### src/tcu_pkg.sv
package tcu_pkg;
	// ----------------------------------------
	// register map
	// ----------------------------------------
	localparam logic [7:0] TCU_ADDR_PRIMARY = 8'h17;
	localparam logic [7:0] TCU_ADDR_PULSE = 8'h1b;
	localparam logic [7:0] TCU_ADDR_CONTROL = 8'h2a;
	localparam logic [7:0] TCU_ADDR_IRQ_STATUS = 8'h30;
	localparam logic [7:0] TCU_ADDR_IRQ_MASK = 8'h31;
	localparam logic [7:0] TCU_ADDR_COUNT = 8'h32;
	localparam logic [7:0] TCU_RST_PRIMARY = 8'hff;
	localparam logic [7:0] TCU_RST_PULSE = 8'hff;
	localparam logic [7:0] TCU_RST_CONTROL = 8'h00;
	localparam logic [7:0] TCU_RST_IRQ_MASK = 8'h00;
	// ----------------------------------------
	// control field positions
	// ----------------------------------------
	localparam int TCU_BIT_FLIP_FLOP = 7;
	localparam int TCU_CK_HI = 6;
	localparam int TCU_CK_LO = 4;
	localparam int TCU_BIT_START = 3;
	localparam int TCU_MODE_HI = 2;
	localparam int TCU_MODE_LO = 0;
	// status bits: 0 compare match, 1 counter overflow
	localparam int TCU_IRQ_MATCH = 0;
	localparam int TCU_IRQ_OVF = 1;
	// ----------------------------------------
	// clock select and modes
	// ----------------------------------------
	localparam logic [2:0] TCU_CK_FC_DIV11 = 3'h0;
	localparam logic [2:0] TCU_CK_FC_DIV7 = 3'h1;
	localparam logic [2:0] TCU_CK_FC_DIV5 = 3'h2;
	localparam logic [2:0] TCU_CK_FC_DIV3 = 3'h3;
	localparam logic [2:0] TCU_CK_FS = 3'h4;
	localparam logic [2:0] TCU_CK_FC_DIV1 = 3'h5;
	localparam logic [2:0] TCU_CK_FC = 3'h6;
	localparam logic [2:0] TCU_CK_NONE = 3'h7;
	typedef enum logic [2:0] {
		TCU_M_TIMER8 = 3'b000,
		TCU_M_DIVIDER8 = 3'b001,
		TCU_M_PWM8 = 3'b010,
		TCU_M_RESERVED = 3'b011,
		TCU_M_TIMER16 = 3'b100,
		TCU_M_WARMUP = 3'b101,
		TCU_M_PWM16 = 3'b110,
		TCU_M_PULSEGEN16 = 3'b111
	} tcu_mode_e;
	localparam int TCU_PRESCALE_W = 11;
	localparam int TCU_FS_PRESCALE_W = 3;
endpackage

### src/tcu_tick_if.sv
`timescale 1ns/10ps
// ----------------------------------------
// tick interface between selector and core
// ----------------------------------------
interface tcu_tick_if;
	logic [2:0] clock_select;
	logic divider_clock_option;
	logic slow_mode;
	logic tick;
	logic valid_sel;
	modport sel(input clock_select, input divider_clock_option, input slow_mode,
		output tick, output valid_sel);
	modport core(output clock_select, output divider_clock_option, output slow_mode,
		input tick, input valid_sel);
endinterface

### src/tcu_clock_sel.sv
`timescale 1ns/10ps
module tcu_clock_sel
	import tcu_pkg::*;
(
	input wire logic clk_sys,
	input wire logic rst_n,
	input wire logic fc_tick,
	input wire logic fs_tick,
	tcu_tick_if.sel tk
);
	// ----------------------------------------
	// prescalers
	// ----------------------------------------
	logic [TCU_PRESCALE_W-1:0] fc_cnt_r;
	logic [TCU_FS_PRESCALE_W-1:0] fs_cnt_r;
	logic [TCU_PRESCALE_W-1:0] fc_cnt_nxt;
	logic [TCU_FS_PRESCALE_W-1:0] fs_cnt_nxt;
	logic fc_d1, fc_d3, fc_d5, fc_d7, fc_d11, fs_d3;
	logic tick_raw;

	// a tap fires when its low bits roll over on a source tick
	assign fc_cnt_nxt = fc_cnt_r + TCU_PRESCALE_W'(1);
	assign fs_cnt_nxt = fs_cnt_r + TCU_FS_PRESCALE_W'(1);
	assign fc_d1 = fc_tick & fc_cnt_r[0];
	assign fc_d3 = fc_tick & (&fc_cnt_r[2:0]);
	assign fc_d5 = fc_tick & (&fc_cnt_r[4:0]);
	assign fc_d7 = fc_tick & (&fc_cnt_r[6:0]);
	assign fc_d11 = fc_tick & (&fc_cnt_r);
	assign fs_d3 = fs_tick & (&fs_cnt_r);

	// prescalers run free so divided ticks keep their phase
	always_ff @(posedge clk_sys) begin
		if (!rst_n) begin
			fc_cnt_r <= '0;
			fs_cnt_r <= '0;
		end else begin
			if (fc_tick) fc_cnt_r <= fc_cnt_nxt;
			if (fs_tick) fs_cnt_r <= fs_cnt_nxt;
		end
	end

	// source select; slow mode leaves only 000 and 100
	always_comb begin
		tick_raw = 1'b0;
		unique case (tk.clock_select)
			TCU_CK_FC_DIV11: tick_raw = (tk.divider_clock_option | tk.slow_mode) ? fs_d3 : fc_d11;
			TCU_CK_FC_DIV7: tick_raw = fc_d7 & ~tk.slow_mode;
			TCU_CK_FC_DIV5: tick_raw = fc_d5 & ~tk.slow_mode;
			TCU_CK_FC_DIV3: tick_raw = fc_d3 & ~tk.slow_mode;
			TCU_CK_FS: tick_raw = fs_tick;
			TCU_CK_FC_DIV1: tick_raw = fc_d1 & ~tk.slow_mode;
			TCU_CK_FC: tick_raw = fc_tick & ~tk.slow_mode;
			TCU_CK_NONE: tick_raw = 1'b0;
		endcase
	end
	assign tk.tick = tick_raw;
	assign tk.valid_sel = (tk.clock_select != TCU_CK_NONE);
endmodule

### src/tcu_upper_unit.sv
`timescale 1ns/10ps
module tcu_upper_unit
	import tcu_pkg::*;
(
	input wire logic clk_sys,
	input wire logic rst_n,
	input wire logic [7:0] reg_addr,
	input wire logic [7:0] reg_wdata,
	input wire logic reg_wr,
	input wire logic reg_rd,
	output logic [7:0] reg_rdata,
	input wire logic fc_tick,
	input wire logic fs_tick,
	input wire logic divider_clock_option,
	input wire logic slow_mode,
	input wire logic lower_overflow,
	output logic compare_match_interrupt,
	output logic flip_flop_out,
	output logic [7:0] count_out,
	output logic irq
);
	// ----------------------------------------
	// registers and bus decode
	// ----------------------------------------
	logic [7:0] primary_r;
	logic [7:0] pulse_r;
	logic [7:0] control_r;
	logic [1:0] irq_status_r;
	logic [1:0] irq_mask_r;
	logic [7:0] count_r;
	logic [7:0] count_nxt;
	logic [7:0] rdata_r;
	logic [7:0] rdata_nxt;
	logic match_pulse_r;
	logic ff_r;
	logic start_d_r;
	logic wr_primary, wr_pulse, wr_control, wr_status, wr_mask;
	logic upper_start_bit, flip_flop_control, cascade;
	logic [2:0] upper_clock_select;
	tcu_mode_e upper_mode_field;
	logic run, mode_ok, step, at_match, start_rise;
	logic [1:0] events;
	tcu_tick_if tk();

	assign wr_primary = reg_wr & (reg_addr == TCU_ADDR_PRIMARY);
	assign wr_pulse = reg_wr & (reg_addr == TCU_ADDR_PULSE);
	assign wr_control = reg_wr & (reg_addr == TCU_ADDR_CONTROL);
	assign wr_status = reg_wr & (reg_addr == TCU_ADDR_IRQ_STATUS);
	assign wr_mask = reg_wr & (reg_addr == TCU_ADDR_IRQ_MASK);

	// field split of the control register
	assign flip_flop_control = control_r[TCU_BIT_FLIP_FLOP];
	assign upper_clock_select = control_r[TCU_CK_HI:TCU_CK_LO];
	assign upper_start_bit = control_r[TCU_BIT_START];
	assign upper_mode_field = tcu_mode_e'(control_r[TCU_MODE_HI:TCU_MODE_LO]);

	// compare and control storage; writes land unconditionally, software keeps the
	// running-write restrictions itself
	always_ff @(posedge clk_sys) begin
		if (!rst_n) begin
			primary_r <= TCU_RST_PRIMARY;
			pulse_r <= TCU_RST_PULSE;
			control_r <= TCU_RST_CONTROL;
			irq_mask_r <= TCU_RST_IRQ_MASK[1:0];
		end else begin
			if (wr_primary) primary_r <= reg_wdata;
			if (wr_pulse) pulse_r <= reg_wdata;
			if (wr_control) control_r <= reg_wdata;
			if (wr_mask) irq_mask_r <= reg_wdata[1:0];
		end
	end

	// read mux; unmapped addresses read zero, data stand one cycle later
	always_comb begin
		rdata_nxt = 8'h00;
		unique case (reg_addr)
			TCU_ADDR_PRIMARY: rdata_nxt = primary_r;
			TCU_ADDR_PULSE: rdata_nxt = pulse_r;
			TCU_ADDR_CONTROL: rdata_nxt = control_r;
			TCU_ADDR_IRQ_STATUS: rdata_nxt = {6'h00, irq_status_r};
			TCU_ADDR_IRQ_MASK: rdata_nxt = {6'h00, irq_mask_r};
			TCU_ADDR_COUNT: rdata_nxt = count_r;
			default: rdata_nxt = 8'h00;
		endcase
	end
	always_ff @(posedge clk_sys) begin
		if (!rst_n) rdata_r <= 8'h00;
		else rdata_r <= reg_rd ? rdata_nxt : 8'h00;
	end
	assign reg_rdata = rdata_r;

	// ----------------------------------------
	// source clock
	// ----------------------------------------
	assign tk.clock_select = upper_clock_select;
	assign tk.divider_clock_option = divider_clock_option;
	assign tk.slow_mode = slow_mode;
	tcu_clock_sel u_sel (
		.clk_sys(clk_sys),
		.rst_n(rst_n),
		.fc_tick(fc_tick),
		.fs_tick(fs_tick),
		.tk(tk)
	);

	// the step that would reach the primary value clears instead; used for the count clear and the match pulse
	function automatic logic hits_primary(input logic [7:0] cnt, input logic [7:0] cmp);
		return (cnt + 8'h01) == cmp;
	endfunction

	// cascade takes the lower overflow and ignores own select
	assign cascade = upper_mode_field[2];
	assign mode_ok = (upper_mode_field != TCU_M_RESERVED) & (cascade | tk.valid_sel);
	assign run = upper_start_bit & mode_ok;
	assign step = run & (cascade ? lower_overflow : tk.tick);
	assign at_match = hits_primary(count_r, primary_r);

	// ----------------------------------------
	// counter
	// ----------------------------------------
	// match clears the count on the step that would reach it
	always_comb begin
		count_nxt = count_r;
		if (!upper_start_bit) count_nxt = 8'h00;
		else if (step) begin
			if (!cascade && at_match) count_nxt = 8'h00;
			else count_nxt = count_r + 8'h01;
		end
	end
	always_ff @(posedge clk_sys) begin
		if (!rst_n) count_r <= 8'h00;
		else count_r <= count_nxt;
	end
	assign count_out = count_r;

	// one-cycle match pulse in 8-bit modes
	always_ff @(posedge clk_sys) begin
		if (!rst_n) match_pulse_r <= 1'b0;
		else match_pulse_r <= step & ~cascade & at_match;
	end
	assign compare_match_interrupt = match_pulse_r;

	// timer flip-flop loads its control value while stopped; toggles on match in divider mode
	always_ff @(posedge clk_sys) begin
		if (!rst_n) ff_r <= 1'b0;
		else if (!upper_start_bit) ff_r <= flip_flop_control;
		else if (match_pulse_r && upper_mode_field == TCU_M_DIVIDER8) ff_r <= ~ff_r;
	end
	assign flip_flop_out = ff_r;

	// ----------------------------------------
	// interrupt status
	// ----------------------------------------
	// set wins over a write-one clear in the same cycle
	assign events = {step & cascade & (count_r == 8'hff), match_pulse_r};
	always_ff @(posedge clk_sys) begin
		if (!rst_n) irq_status_r <= 2'b00;
		else irq_status_r <= events | (irq_status_r & ~(wr_status ? reg_wdata[1:0] : 2'b00));
	end
	assign irq = |(irq_status_r & irq_mask_r);

	// previous start level, kept only so the start cover sees a clean edge
	always_ff @(posedge clk_sys) begin
		if (!rst_n) start_d_r <= 1'b0;
		else start_d_r <= upper_start_bit;
	end
	assign start_rise = upper_start_bit & ~start_d_r;

	// ----------------------------------------
	// assertions
	// ----------------------------------------
	a_stop_clears: assert property (@(posedge clk_sys) disable iff (!rst_n)
		!upper_start_bit |=> count_r == 8'h00)
		else $error("counter not cleared while stopped");
	a_match_irq: assert property (@(posedge clk_sys) disable iff (!rst_n)
		(step && !cascade && (count_r + 8'h01) == primary_r) |=> compare_match_interrupt
		&& count_r == 8'h00)
		else $error("match did not interrupt and clear");
	a_reserved_idle: assert property (@(posedge clk_sys) disable iff (!rst_n)
		(upper_mode_field == TCU_M_RESERVED && upper_start_bit) |=> $stable(count_r))
		else $error("reserved mode counted");
	a_cascade_src: assert property (@(posedge clk_sys) disable iff (!rst_n)
		(cascade && upper_start_bit && !lower_overflow) |=> $stable(count_r))
		else $error("cascade counted without lower overflow");
	a_cascade_inc: assert property (@(posedge clk_sys) disable iff (!rst_n)
		(cascade && upper_start_bit && lower_overflow) |=> count_r == $past(count_r) + 8'h01)
		else $error("cascade missed lower overflow");
	a_reset_primary: assert property (@(posedge clk_sys)
		!rst_n |=> primary_r == 8'hff && pulse_r == 8'hff)
		else $error("compare reset value wrong");
	a_reset_control: assert property (@(posedge clk_sys)
		!rst_n |=> control_r == 8'h00)
		else $error("control reset value wrong");
	a_slow_select: assert property (@(posedge clk_sys) disable iff (!rst_n)
		(slow_mode && upper_clock_select == TCU_CK_FC_DIV3) |-> !tk.tick)
		else $error("fast clock passed in slow mode");
	a_write_one_clear: assert property (@(posedge clk_sys) disable iff (!rst_n)
		(wr_status && reg_wdata[0] && !match_pulse_r) |=> !irq_status_r[0])
		else $error("status bit not cleared");

	// ----------------------------------------
	// register bus assertions
	// ----------------------------------------
	a_rdata_idle: assert property (@(posedge clk_sys) disable iff (!rst_n)
		!reg_rd |=> reg_rdata == 8'h00)
		else $error("read data not zero outside a read");
	a_read_primary: assert property (@(posedge clk_sys) disable iff (!rst_n)
		(reg_rd && reg_addr == TCU_ADDR_PRIMARY) |=> reg_rdata == $past(primary_r))
		else $error("primary compare read wrong");
	a_read_pulse: assert property (@(posedge clk_sys) disable iff (!rst_n)
		(reg_rd && reg_addr == TCU_ADDR_PULSE) |=> reg_rdata == $past(pulse_r))
		else $error("pulse width read wrong");
	a_read_control: assert property (@(posedge clk_sys) disable iff (!rst_n)
		(reg_rd && reg_addr == TCU_ADDR_CONTROL) |=> reg_rdata == $past(control_r))
		else $error("control read wrong");
	a_read_count: assert property (@(posedge clk_sys) disable iff (!rst_n)
		(reg_rd && reg_addr == TCU_ADDR_COUNT) |=> reg_rdata == $past(count_r))
		else $error("count read wrong");
	a_read_status: assert property (@(posedge clk_sys) disable iff (!rst_n)
		(reg_rd && reg_addr == TCU_ADDR_IRQ_STATUS) |=> reg_rdata == {6'h00, $past(irq_status_r)})
		else $error("status read wrong");
	a_write_primary: assert property (@(posedge clk_sys) disable iff (!rst_n)
		wr_primary |=> primary_r == $past(reg_wdata))
		else $error("primary compare write lost");
	a_write_pulse: assert property (@(posedge clk_sys) disable iff (!rst_n)
		wr_pulse |=> pulse_r == $past(reg_wdata))
		else $error("pulse width write lost");
	a_write_control: assert property (@(posedge clk_sys) disable iff (!rst_n)
		wr_control |=> control_r == $past(reg_wdata))
		else $error("control write lost");
	a_write_mask: assert property (@(posedge clk_sys) disable iff (!rst_n)
		wr_mask |=> irq_mask_r == $past(reg_wdata[1:0]))
		else $error("mask write lost");

	// ----------------------------------------
	// counter and flip-flop assertions
	// ----------------------------------------
	a_hold_no_step: assert property (@(posedge clk_sys) disable iff (!rst_n)
		(upper_start_bit && !step) |=> $stable(count_r))
		else $error("counter moved without a step");
	a_timer_inc: assert property (@(posedge clk_sys) disable iff (!rst_n)
		(step && !cascade && (count_r + 8'h01) != primary_r) |=> count_r == $past(count_r) + 8'h01)
		else $error("timer step did not count up");
	a_idle_select: assert property (@(posedge clk_sys) disable iff (!rst_n)
		(!cascade && upper_clock_select == TCU_CK_NONE && upper_start_bit) |=> $stable(count_r))
		else $error("unsupported select counted");
	a_cascade_no_match: assert property (@(posedge clk_sys) disable iff (!rst_n)
		cascade |=> !compare_match_interrupt)
		else $error("match pulse in cascade mode");
	a_divider_toggle: assert property (@(posedge clk_sys) disable iff (!rst_n)
		(upper_start_bit && match_pulse_r && upper_mode_field == TCU_M_DIVIDER8)
		|=> flip_flop_out != $past(flip_flop_out))
		else $error("divider output did not toggle");
	a_timer_ff_hold: assert property (@(posedge clk_sys) disable iff (!rst_n)
		(upper_start_bit && upper_mode_field == TCU_M_TIMER8) |=> $stable(flip_flop_out))
		else $error("flip-flop moved in timer mode");
	a_stopped_ff_load: assert property (@(posedge clk_sys) disable iff (!rst_n)
		!upper_start_bit |=> flip_flop_out == $past(flip_flop_control))
		else $error("flip-flop not loaded while stopped");
	a_reset_outputs: assert property (@(posedge clk_sys)
		!rst_n |=> count_r == 8'h00 && reg_rdata == 8'h00
		&& !compare_match_interrupt && !irq)
		else $error("outputs not cleared by reset");

	// ----------------------------------------
	// select and flag assertions
	// ----------------------------------------
	a_fs_select: assert property (@(posedge clk_sys) disable iff (!rst_n)
		upper_clock_select == TCU_CK_FS |-> tk.tick == fs_tick)
		else $error("fs select passed wrong tick");
	a_fc_select: assert property (@(posedge clk_sys) disable iff (!rst_n)
		(upper_clock_select == TCU_CK_FC && !slow_mode) |-> tk.tick == fc_tick)
		else $error("fc select passed wrong tick");
	a_slow_fc_blocked: assert property (@(posedge clk_sys) disable iff (!rst_n)
		(slow_mode && upper_clock_select == TCU_CK_FC) |-> !tk.tick)
		else $error("fc passed in slow mode");
	a_ovf_flag: assert property (@(posedge clk_sys) disable iff (!rst_n)
		events[TCU_IRQ_OVF] |=> irq_status_r[TCU_IRQ_OVF])
		else $error("overflow status not set");
	a_match_flag: assert property (@(posedge clk_sys) disable iff (!rst_n)
		compare_match_interrupt |=> irq_status_r[TCU_IRQ_MATCH])
		else $error("match status not set");
	a_status_clear_ovf: assert property (@(posedge clk_sys) disable iff (!rst_n)
		(wr_status && reg_wdata[TCU_IRQ_OVF] && !events[TCU_IRQ_OVF])
		|=> !irq_status_r[TCU_IRQ_OVF])
		else $error("overflow status not cleared");

	// ----------------------------------------
	// covers of the main scenarios
	// ----------------------------------------
	c_match: cover property (@(posedge clk_sys) disable iff (!rst_n) compare_match_interrupt);
	c_cascade: cover property (@(posedge clk_sys) disable iff (!rst_n) events[TCU_IRQ_OVF]);
	c_start: cover property (@(posedge clk_sys) disable iff (!rst_n) start_rise);
	c_irq: cover property (@(posedge clk_sys) disable iff (!rst_n) irq);
	c_divider: cover property (@(posedge clk_sys) disable iff (!rst_n)
		compare_match_interrupt && upper_mode_field == TCU_M_DIVIDER8);
endmodule

### config.mk
export PLATFORM = sky130hd
export DESIGN_NAME = tcu_upper_unit
export DESIGN_NICKNAME = d
export VERILOG_FILES = /design/src/tcu_pkg.sv /design/src/tcu_tick_if.sv /design/src/tcu_clock_sel.sv /design/src/tcu_upper_unit.sv
export SDC_FILE = /design/constraint.sdc
export NUM_CORES = 1
export LEC_CHECK = 0
export ABC_AREA = 0
export BUFFER_PORTS_ARGS = -buffer_cell sky130_fd_sc_hd__clkbuf_2
export CORE_ASPECT_RATIO = 1.25
export CORE_MARGIN = 10
export CORE_UTILIZATION = 57
export CTS_CLUSTER_SIZE = 20
export DETAILED_ROUTE_END_ITERATION = 12
export PLACE_DENSITY = 0.79
export SETUP_SLACK_MARGIN = 0.4
export SLEW_MARGIN = 20
export SYNTH_ARGS = -nofsm -noshare
export SYNTH_HDL_FRONTEND = slang
export SYNTH_HIERARCHICAL = 1
export SYNTH_SLANG_ARGS = --single-unit
### constraint.sdc
create_clock -name clk_sys -period 3.5 [get_ports clk_sys]
set_input_delay 0.875 -clock clk_sys [delete_from_list [all_inputs] [get_ports clk_sys]]
set_output_delay 0.875 -clock clk_sys [all_outputs]
set_load 0.02 [all_outputs]
==> qor.yml, run 1 <==
synthesis.area_um2: 3070
clock_path_buffers: 2
grt_start_max_net_pins: 28
whs_path_depth: 2
r2r_start: "u_sel/fc_cnt_r[0]"
cp_cell_sequence: "ha_2, and3_1, ha_1, or3_1, o2111ai_1, o2bb2ai_1, o32ai_1, nand2_1, o41ai_4, buf_4, nand3_1, xor2_1, nor3_1"
root_buffer: "clkbuf_8"
post-dp-hpwl_mm: 5.29
die_h_um: 102
power_density_nw_per_um2: 380
fin_crit_sh_pct: 80.1
start_kind: "flop"
synth_enable_flop_cells: 0
post-route-min-period_ns: 2.80
holdCritStartpoint: "pulse_r[7]"
grt.overflow.total: 0
synth_cell_types: 50
rows: 29
drc: 0
hold_class: "reg2reg"
leakagePower_nw: 1.43
async_flop_share_pct: 0
synth_nets: 361
area_growth_pct: 14.3
grt_usage_pct: 16.5
grt_pass1_vias: 2482
cts_htree_levels: 3
arrival_ns: 3.06
max_stage_delay_ns: 0.37
worstHoldEndpoint: "pulse_r[7]"
tns_ns: 0
clk_latency_ns: 0.34
initial_utilization_pct: 59.7
ys.flop_type: "dfxtp_1"
run_status: "finished clean"
layout_commonest_cell: "dfxtp_1"
ant_nets: 0
routed_via_density: 5.80
portBuffers: 43
cts_tree: "built"
maxCapViolations: 0
cts-hold-fix-buffers: 0
max_freq_mhz: 357
wl_per_cell_um: 16.2
core_area_um2: 5150
hold_violations: 0
setup_ws_ns: 0.695
gp_congestion: 0.874
die_x_um: 85.7
nets: 402
nFillCells: 448
die-area_um2: 8750
cp.required_ns: 3.75
maxSlewViolCount: 0
syn_avg_cell_area_um2: 9.32
crit_slowest_cell: "dfxtp_2"
netlist_instances: 330
finClkSkew_ns: 0.00364
endpoint_kind: "flop"
grt_pass1_wl_mm: 11.8
cts_inserted_buffers: 9
cp_max_fo: 6
routed_wl_mm: 7.10
yosys-top-cells-area: "dfxtp_1 39%, mux2i_1 11%, nand2_1 5.1%"
ys_seq_area_share_pct: 39.1
drtPass1Iterations: 4
max_slew_margin_pct: 59.4
antenna_found_initial: 0
setup_viol: 0
reg2regPathDepth: 13
drive_above_1_share_pct: 19.1
rsz0062_at_grt: "false"
num_vias: 2541
pre_cts_ws_ns: 0.440
worstMarginPinSlew_ns: 0.607
num_io_pins: 44
clk_pin_slew_worst_paths_ns: 0.06
cts.sinks: 60
antenna-diode-count: 0
yosys_warnings: 6
r2r-end: "count_out[6]"
drtIter0Drc: 121
yosysTopAreaCellShare_pct: 39.1
layout_common_cells: "59 x dfxtp_1, 43 x clkbuf_2, 42 x nand2_1, 34 x mux2i_1, 19 x nor2b_1"
peakVddDrop_uv: 350
ys_ff_latch: 60
synth_area_leader_cell: "dfxtp_1"
crit_type: "reg2reg"
r2r_slack_ns: 0.70
## per-stage QoR
step | std cells | utilization (%) | hold slack, ns | cell area [um2] | total power, mW
finish | 438 | 68.2 | 0.480 | 3510 | 1.33
global route | 438 | 68.2 | 0.495 | 3510 | 1.37
CTS | 437 | 67.9 | 0.479 | 3500 | 1.34
detailed placement | 421 | 64.4 | 0.463 | 3320 | 0.776
global placement | 421 | 64.4 | 0.453 | 3320 | 0.774
floorplan | 330 | - | 0.442 | 3070 | 0.746
## sequential cells by signal, indices dropped and copies added (netlist names)
name and flops:
irq_status_r 2, compare_match_interrupt 1, count_out 8, flip_flop_out 1
irq_mask_r 2, u_sel/fc_cnt_r 11, primary_r 8, reg_rdata 8
u_sel/fs_cnt_r 3, control_r 8, pulse_r 8
## report_power, final
group / switching, mW / internal, mW
Sequential: 0.00517 / 0.689
Clock: 0.258 / 0.315
Combinational: 0.0372 / 0.0305
Total: 0.300 / 1.03
## final cells by class
| cell class | instances | area (um2) | area share, % |
|---|---|---|---|
| repair buffers | 47 | 245 | 6.98 |
| clock inverters | 1 | 5.00 | 0.142 |
| multi-input cells | 251 | 1800 | 51.2 |
| flip-flops and latches | 60 | 1200 | 34.2 |
| well taps | 62 | 77.6 | 2.21 |
| clock buffers | 15 | 176 | 5.02 |
| inverters | 2 | 7.51 | 0.214 |
## routing by layer
metal | up-vias | track usage, % | share of wire, %
met5 | - | 0 | 0
met4 | 0 | 7.11 | 1.2
met3 | 7 | 4.94 | 6.9
met2 | 66 | 27.1 | 48
met1 | 1208 | 19.4 | 43
li1 | 1260 | - | -
## cell usage after synthesis (3+ instances only)
library cell and instances:
dfxtp_1 60, nand2_1 42, mux2i_1 34, nor2b_1 19, xor2_1 15, nor3_1 13
and2_1 11, clkbuf_1 10, xnor2_1 10, a22o_1 9, nor2_1 9, a21oi_1 8
a22oi_1 8, nand3_1 8, buf_2 7, and3_1 6, ha_1 6, o21ai_0 5
nand4_1 4, or3_1 4, a31oi_1 3, o21a_1 3
## kinds of logic after synthesis
kind of cell,Yosys count,share of synthesized area [%]
flops,60,39.1
fa+ha+maj,6,2.44
compound gates,52,13.0
buf+inv,19,2.60
xor+xnor,25,7.12
mux,35,11.4
simple gates,133,24.3
## worst max path at each step
stage / start / end / slack [ns]
after floorplan: fc_tick / compare_match_interrupt / 0.57
after global placement: fc_tick / compare_match_interrupt / 0.49
after detailed placement: fc_tick / compare_match_interrupt / 0.44
after CTS: u_sel/fc_cnt_r[0] / compare_match_interrupt / 0.51
after global routing: u_sel/fc_cnt_r[0] / count_out[6] / 0.46
final: u_sel/fc_cnt_r[0] / count_out[6] / 0.70
## worst max-delay path: cells and delay by family (launching register included)
| kind | cells | cell delay, ns |
|---|---|---|
| fa+ha+maj | 2 | 0.38 |
| flops | 1 | 0.37 |
| xor+xnor | 1 | 0.16 |
| compound gates | 4 | 0.82 |
| buf+inv | 1 | 0.21 |
| simple gates | 5 | 0.77 |
## timing repair
item                       CTS  global route
buffers inserted             0             1
setup endpoints to repair    0             9
gates resized for setup      0             3
No activity file was read; power rests on OpenSTA's default activity.
==> run 2, diff against run 1 <==
clock period = 2.6 ns   (was 3.5 ns; I/O delays follow)
==> run 2 against run 1 <==
  * The flow now finishes with violations (negative setup slack)
  * Via count grew 7.1%
  * Non-clock buffer count grew 24
  * Critical path depth grew 1
  * Sequential power grew 35%
  * Register-to-register slack lost 0.86 ns
  * Maximum frequency grew 1.3%
  * Combinational power grew 67%
  * Clock skew grew 0.0070 ns
  * Core utilization grew 5.7 points
  * Count of clock-buffer cells in the layout shrank 2
  * Sequential cell count is the same
  * Critical path type unchanged
  * Critical endpoint is now count_out[1]
  * Highest routed layer unchanged
==> qor.yml, run 2 (same netlist as run 1, synthesis figures left out) <==
grt_start_max_net_pins: 25
cts_tree: "built"
fin_cells: 461
placed_cells: 435
grt_usage_pct: 17.4
area_growth_pct: 23.8
maxSlewViolCount: 0
arrival_ns: 2.99
p_total_mw: 1.86
fin_crit_sh_pct: 106
clk_latency_ns: 0.34
cts_htree_levels: 3
rows: 29
core_area_um2: 5150
setup_ws_ns: -0.169
crit_type: "reg2reg"
initial_utilization_pct: 59.7
drtIter0Drc: 163
antenna_found_initial: 0
finClkSkew_ns: 0.0107
drc: 0
grt_pass1_wl_mm: 12.4
layout_commonest_cell: "dfxtp_1"
final_area_um2: 3810
hold_class: "reg2reg"
internal_power_mw: 1.44
clock_path_buffers: 2
grt_pass1_vias: 2634
maxCapViolations: 0
antenna-diode-count: 0
run_status: "finished with violations"
peakVddDrop_uv: 465
worstMarginPinSlew_ns: 0.577
num_io_pins: 44
cts.sinks: 60
wl_per_cell_um: 17.2
drive_above_1_share_pct: 27.1
leakagePower_nw: 1.56
grt.overflow.total: 0
ant_nets: 0
root_buffer: "clkbuf_8"
routed_via_density: 5.90
pre_cts_ws_ns: -0.0134
die-area_um2: 8750
combinationalPowerShare_pct: 6.1
cts_inserted_buffers: 9
largest_reg_flops: 11
nets: 426
gp_congestion: 0.925
start_kind: "flop"
cp_max_fo: 4
swShare_pct: 22.2
drtPass1Iterations: 5
max_slew_margin_pct: 61.5
die_h_um: 102
dpl_cell_area_um2: 3460
whs_ns: 0.481
num_vias: 2721
portBuffers: 43
die_x_um: 85.7
max_freq_mhz: 361
clkPwrFrac_pct: 43.7
layout_common_cells: "58 x dfxtp_1, 43 x clkbuf_2, 41 x nand2_1, 34 x mux2i_1, 27 x buf_4"
power_density_nw_per_um2: 488
clk_pin_slew_worst_paths_ns: 0.07
cts-hold-fix-buffers: 0
routed_wl_mm: 7.93
hold_violations: 0
top_register: "u_sel/fc_cnt_r"
rsz0062_at_grt: "true"
p_seq_share_pct: 50.3
violations: "negative setup slack"
setup_viol: 10
switching_power_uw: 413
cp.required_ns: 2.82
post-dp-hpwl_mm: 5.43
endpoint_kind: "flop"
post-route-min-period_ns: 2.77
==> run 2: worst paths after layout <==
kind	depth (start not counted)	to	startpoint	slack [ns]
worst max-delay path	14	count_out[1]	u_sel/fc_cnt_r[0]	-0.17
worst max register to register	14	count_out[1]	u_sel/fc_cnt_r[0]	-0.17
worst min-delay path	2	pulse_r[7]	pulse_r[7]	0.48
worst min register to register	2	pulse_r[7]	pulse_r[7]	0.48
==> run 2: power by group through the flow <==
stage | Sequential (mW) | Combinational, mW | Clock (mW)
2_1_floorplan | 0.955 | 0.0521 | 0
3_3_place_gp | 0.953 | 0.0998 | 0
3_5_place_dp | 0.954 | 0.102 | 0
4_1_cts | 0.933 | 0.108 | 0.817
5_1_grt | 0.934 | 0.124 | 0.848
6_report | 0.934 | 0.113 | 0.811
==> run 2: layer usage <==
metal	GRT usage (%)	part of all wire (%)	vias to the layer above
met2	28.3	49	90
li1	-	-	1313
met1	20.2	43	1292
met4	10.4	2.8	0
met3	4.62	5.7	26
met5	0	0	-
==> run 2: area by class of cell <==
cell class,count,area [um2]
fillers,375,1350
well taps,62,77.6
inverters,2,7.51
clock inverters,2,35.0
clock buffers,13,149
multi-input cells,251,1900
repair buffers,71,429
flip-flops and latches,60,1210
==> run 2: repair_timing <==
| item | in CTS | in global routing |
|---|---|---|
| resized for setup | 7 | 8 |
| setup endpoints to repair | 10 | 10 |
| buffers inserted | 8 | 3 |
| pin swaps | 2 | 8 |
==> run 2: per-stage QoR <==
stage / setup TNS, ns / util [%]
4_1_cts: -0.0773 / 72.6
6_report: -1.41 / 73.9
5_1_grt: -2.43 / 73.9
2_1_floorplan: 0 / -
3_3_place_gp: 0 / 67.1
3_5_place_dp: -0.0298 / 67.1
==> run 2: critical path, stage by stage, from the launching register on <==
cell and delay (ns):
dfxtp_4 0.36, ha_4 0.14, and3_4 0.20, ha_4 0.13, or3_4 0.11, o2111ai_2 0.12, o2bb2ai_2 0.15, o32ai_2 0.30
nand2_2 0.12, o41ai_4 0.40, buf_4 0.18, o21ai_2 0.06, nor4_4 0.16, buf_4 0.18, nor3_1 0.05
==> run 3, diff against run 2 <==
CORE_UTILIZATION = 51   (was 57)
PLACE_DENSITY = 0.75   (was 0.79)
RECOVER_POWER = 25   (was unset)
clock period = 2.5 ns   (was 2.6 ns; I/O delays follow)
==> run 3 against run 2 <==
  * Cell count increased by 1.5%
  * Highest routed layer unchanged
  * Global-route usage decreased by 0.11 points
  * Sequential share of layout area decreased by 0.16 points
  * The run still ends with negative setup slack left
  * Core utilization decreased by 8.1 points
  * Power increased by 14%
  * Critical endpoint is now compare_match_interrupt
  * Non-clock buffer count increased by 2
==> qor.yml, run 3 (same netlist as run 1, synthesis figures left out) <==
post-route-min-period_ns: 2.66
grt_start_max_net_pins: 32
antenna-diode-count: 0
drc: 0
ant_nets: 0
antenna_found_initial: 0
layout_commonest_cell: "dfxtp_1"
area_growth_pct: 24.4
r2r_slack_ns: -0.16
crit_slowest_cell: "dfxtp_2"
gp_congestion: 0.950
root_buffer: "clkbuf_8"
finClkSkew_ns: 0.00963
maxSlewViolCount: 0
critical_path_buf_inv_count: 2
clk_pin_slew_worst_paths_ns: 0.07
initial_utilization_pct: 52.8
nets: 428
clk_latency_ns: 0.35
worstMarginPinSlew_ns: 0.554
whs_path_depth: 2
core_area_um2: 5820
die_x_um: 89.4
max_stage_delay_ns: 0.35
peakVddDrop_uv: 393
drtIter0Drc: 150
max_slew_margin_pct: 62.9
fin_crit_sh_pct: 106
leakagePower_nw: 1.59
die_h_um: 107
routed_wl_mm: 7.97
endpoint_kind: "flop"
r2r-end: "compare_match_interrupt"
setup_viol: 9
max_freq_mhz: 376
grt_pass1_vias: 2709
crit_type: "reg2reg"
cts.sinks: 60
rows: 31
top_register: "u_sel/fc_cnt_r"
hold_class: "reg2reg"
drtPass1Iterations: 4
run_status: "finished with violations"
cts_inserted_buffers: 9
tns_ns: -1.21
cp_max_fo: 7
cts_tree: "built"
cp_cell_sequence: "ha_4, and3_4, ha_4, or3_1, o2111ai_1, o2bb2ai_1, o32ai_1, nand2_1, o41ai_4, buf_4, o21ai_2, nor4_4, buf_4, and2_1"
largest_reg_flops: 11
cts-hold-fix-buffers: 0
grt.overflow.total: 0
grt_usage_pct: 17.3
routed_via_density: 5.78
worstHoldEndpoint: "pulse_r[2]"
grt_pass1_wl_mm: 13.0
wl_per_cell_um: 17.0
num_vias: 2703
start_kind: "flop"
power_density_nw_per_um2: 554
reg2regPathDepth: 14
utilization_pct: 65.7
layout_common_cells: "58 x dfxtp_1, 43 x clkbuf_2, 42 x nand2_1, 34 x mux2i_1, 30 x buf_4"
arrival_ns: 2.94
r2r_start: "u_sel/fc_cnt_r[1]"
rsz0062_at_grt: "true"
setup_ws_ns: -0.157
portBuffers: 43
cp.required_ns: 2.79
drive_above_1_share_pct: 25.9
die-area_um2: 9550
clock_path_buffers: 2
p_total_mw: 2.12
holdCritStartpoint: "pulse_r[2]"
crit_family: "compound AO/OA/AOI/OAI gates"
hold_violations: 0
maxCapViolations: 0
num_io_pins: 44
post-dp-hpwl_mm: 5.81
violations: "negative setup slack"
cts_htree_levels: 3
[run 3: cell count changes in the layout (fill, tap and decap cells not counted), sizes merged]
cell	previous run	this run
clkbuf	56	54
clkinv	2	3
buf	28	30
bufinv	1	3
[run 3: metal layers]
metal / wire, um / global-route usage [%] / vias to the layer above
met1: 3230 / 19.1 / 1281
met5: 0 / 0 / -
met2: 4150 / 30.3 / 81
met4: 196 / 8.77 / 0
li1: - / - / 1319
met3: 390 / 3.48 / 22
[run 3: worst max-delay path by stage]
stage / start / cells after the start / slack [ns] / endpoint
finish: u_sel/fc_cnt_r[1] / 14 / -0.16 / compare_match_interrupt
detailed placement: u_sel/fc_cnt_r[1] / 13 / -0.1 / count_out[4]
floorplan: u_sel/fc_cnt_r[1] / 12 / 0.02 / compare_match_interrupt
global placement: fs_tick / 11 / -0.02 / count_out[4]
global route: u_sel/fc_cnt_r[1] / 13 / -0.29 / count_out[4]
CTS: u_sel/fc_cnt_r[1] / 14 / -0.08 / compare_match_interrupt
[run 3: where the power goes]
part           internal (mW)  total [mW]  switching (mW)
Combinational         0.0525       0.111          0.0584
Clock                  0.659        1.04           0.380
Sequential             0.964       0.970         0.00621
[run 3: metrics by stage]
step / hold WS, ns / std cells / setup slack [ns] / instance area [um2]
after floorplan: 0.442 / 330 / 0.0208 / 3110
after global placement: 0.454 / 447 / -0.0243 / 3520
after detailed placement: 0.460 / 447 / -0.0977 / 3520
after CTS: 0.479 / 467 / -0.0840 / 3820
after global routing: 0.507 / 468 / -0.288 / 3820
final: 0.477 / 468 / -0.157 / 3820
[run 3: timing repair]
item                                    in CTS  in global routing
endpoints found under the setup margin      10                 10
resized for setup                            6                  0
pin swaps                                    5                  1
buffers inserted                             4                  1
hold endpoints to repair                     0                  0
[run 3: cell type report]
class                      count  area (um2)
sequential                    60        1210
clock buffer                  11         131
clock inverter                 5         100
tap                           66        82.6
inverter                       2        7.51
timing repair buffer          73         440
fill                         478        1990
multi-input combinational    251        1860
[run 3: tightest hold or removal path, delay by kind of cell, from the launching register on]
| family | cells | cell delay (ns) |
|---|---|---|
| flip-flops | 1 | 0.33 |
| multiplexers | 1 | 0.06 |
| AND/OR/NAND/NOR | 1 | 0.06 |
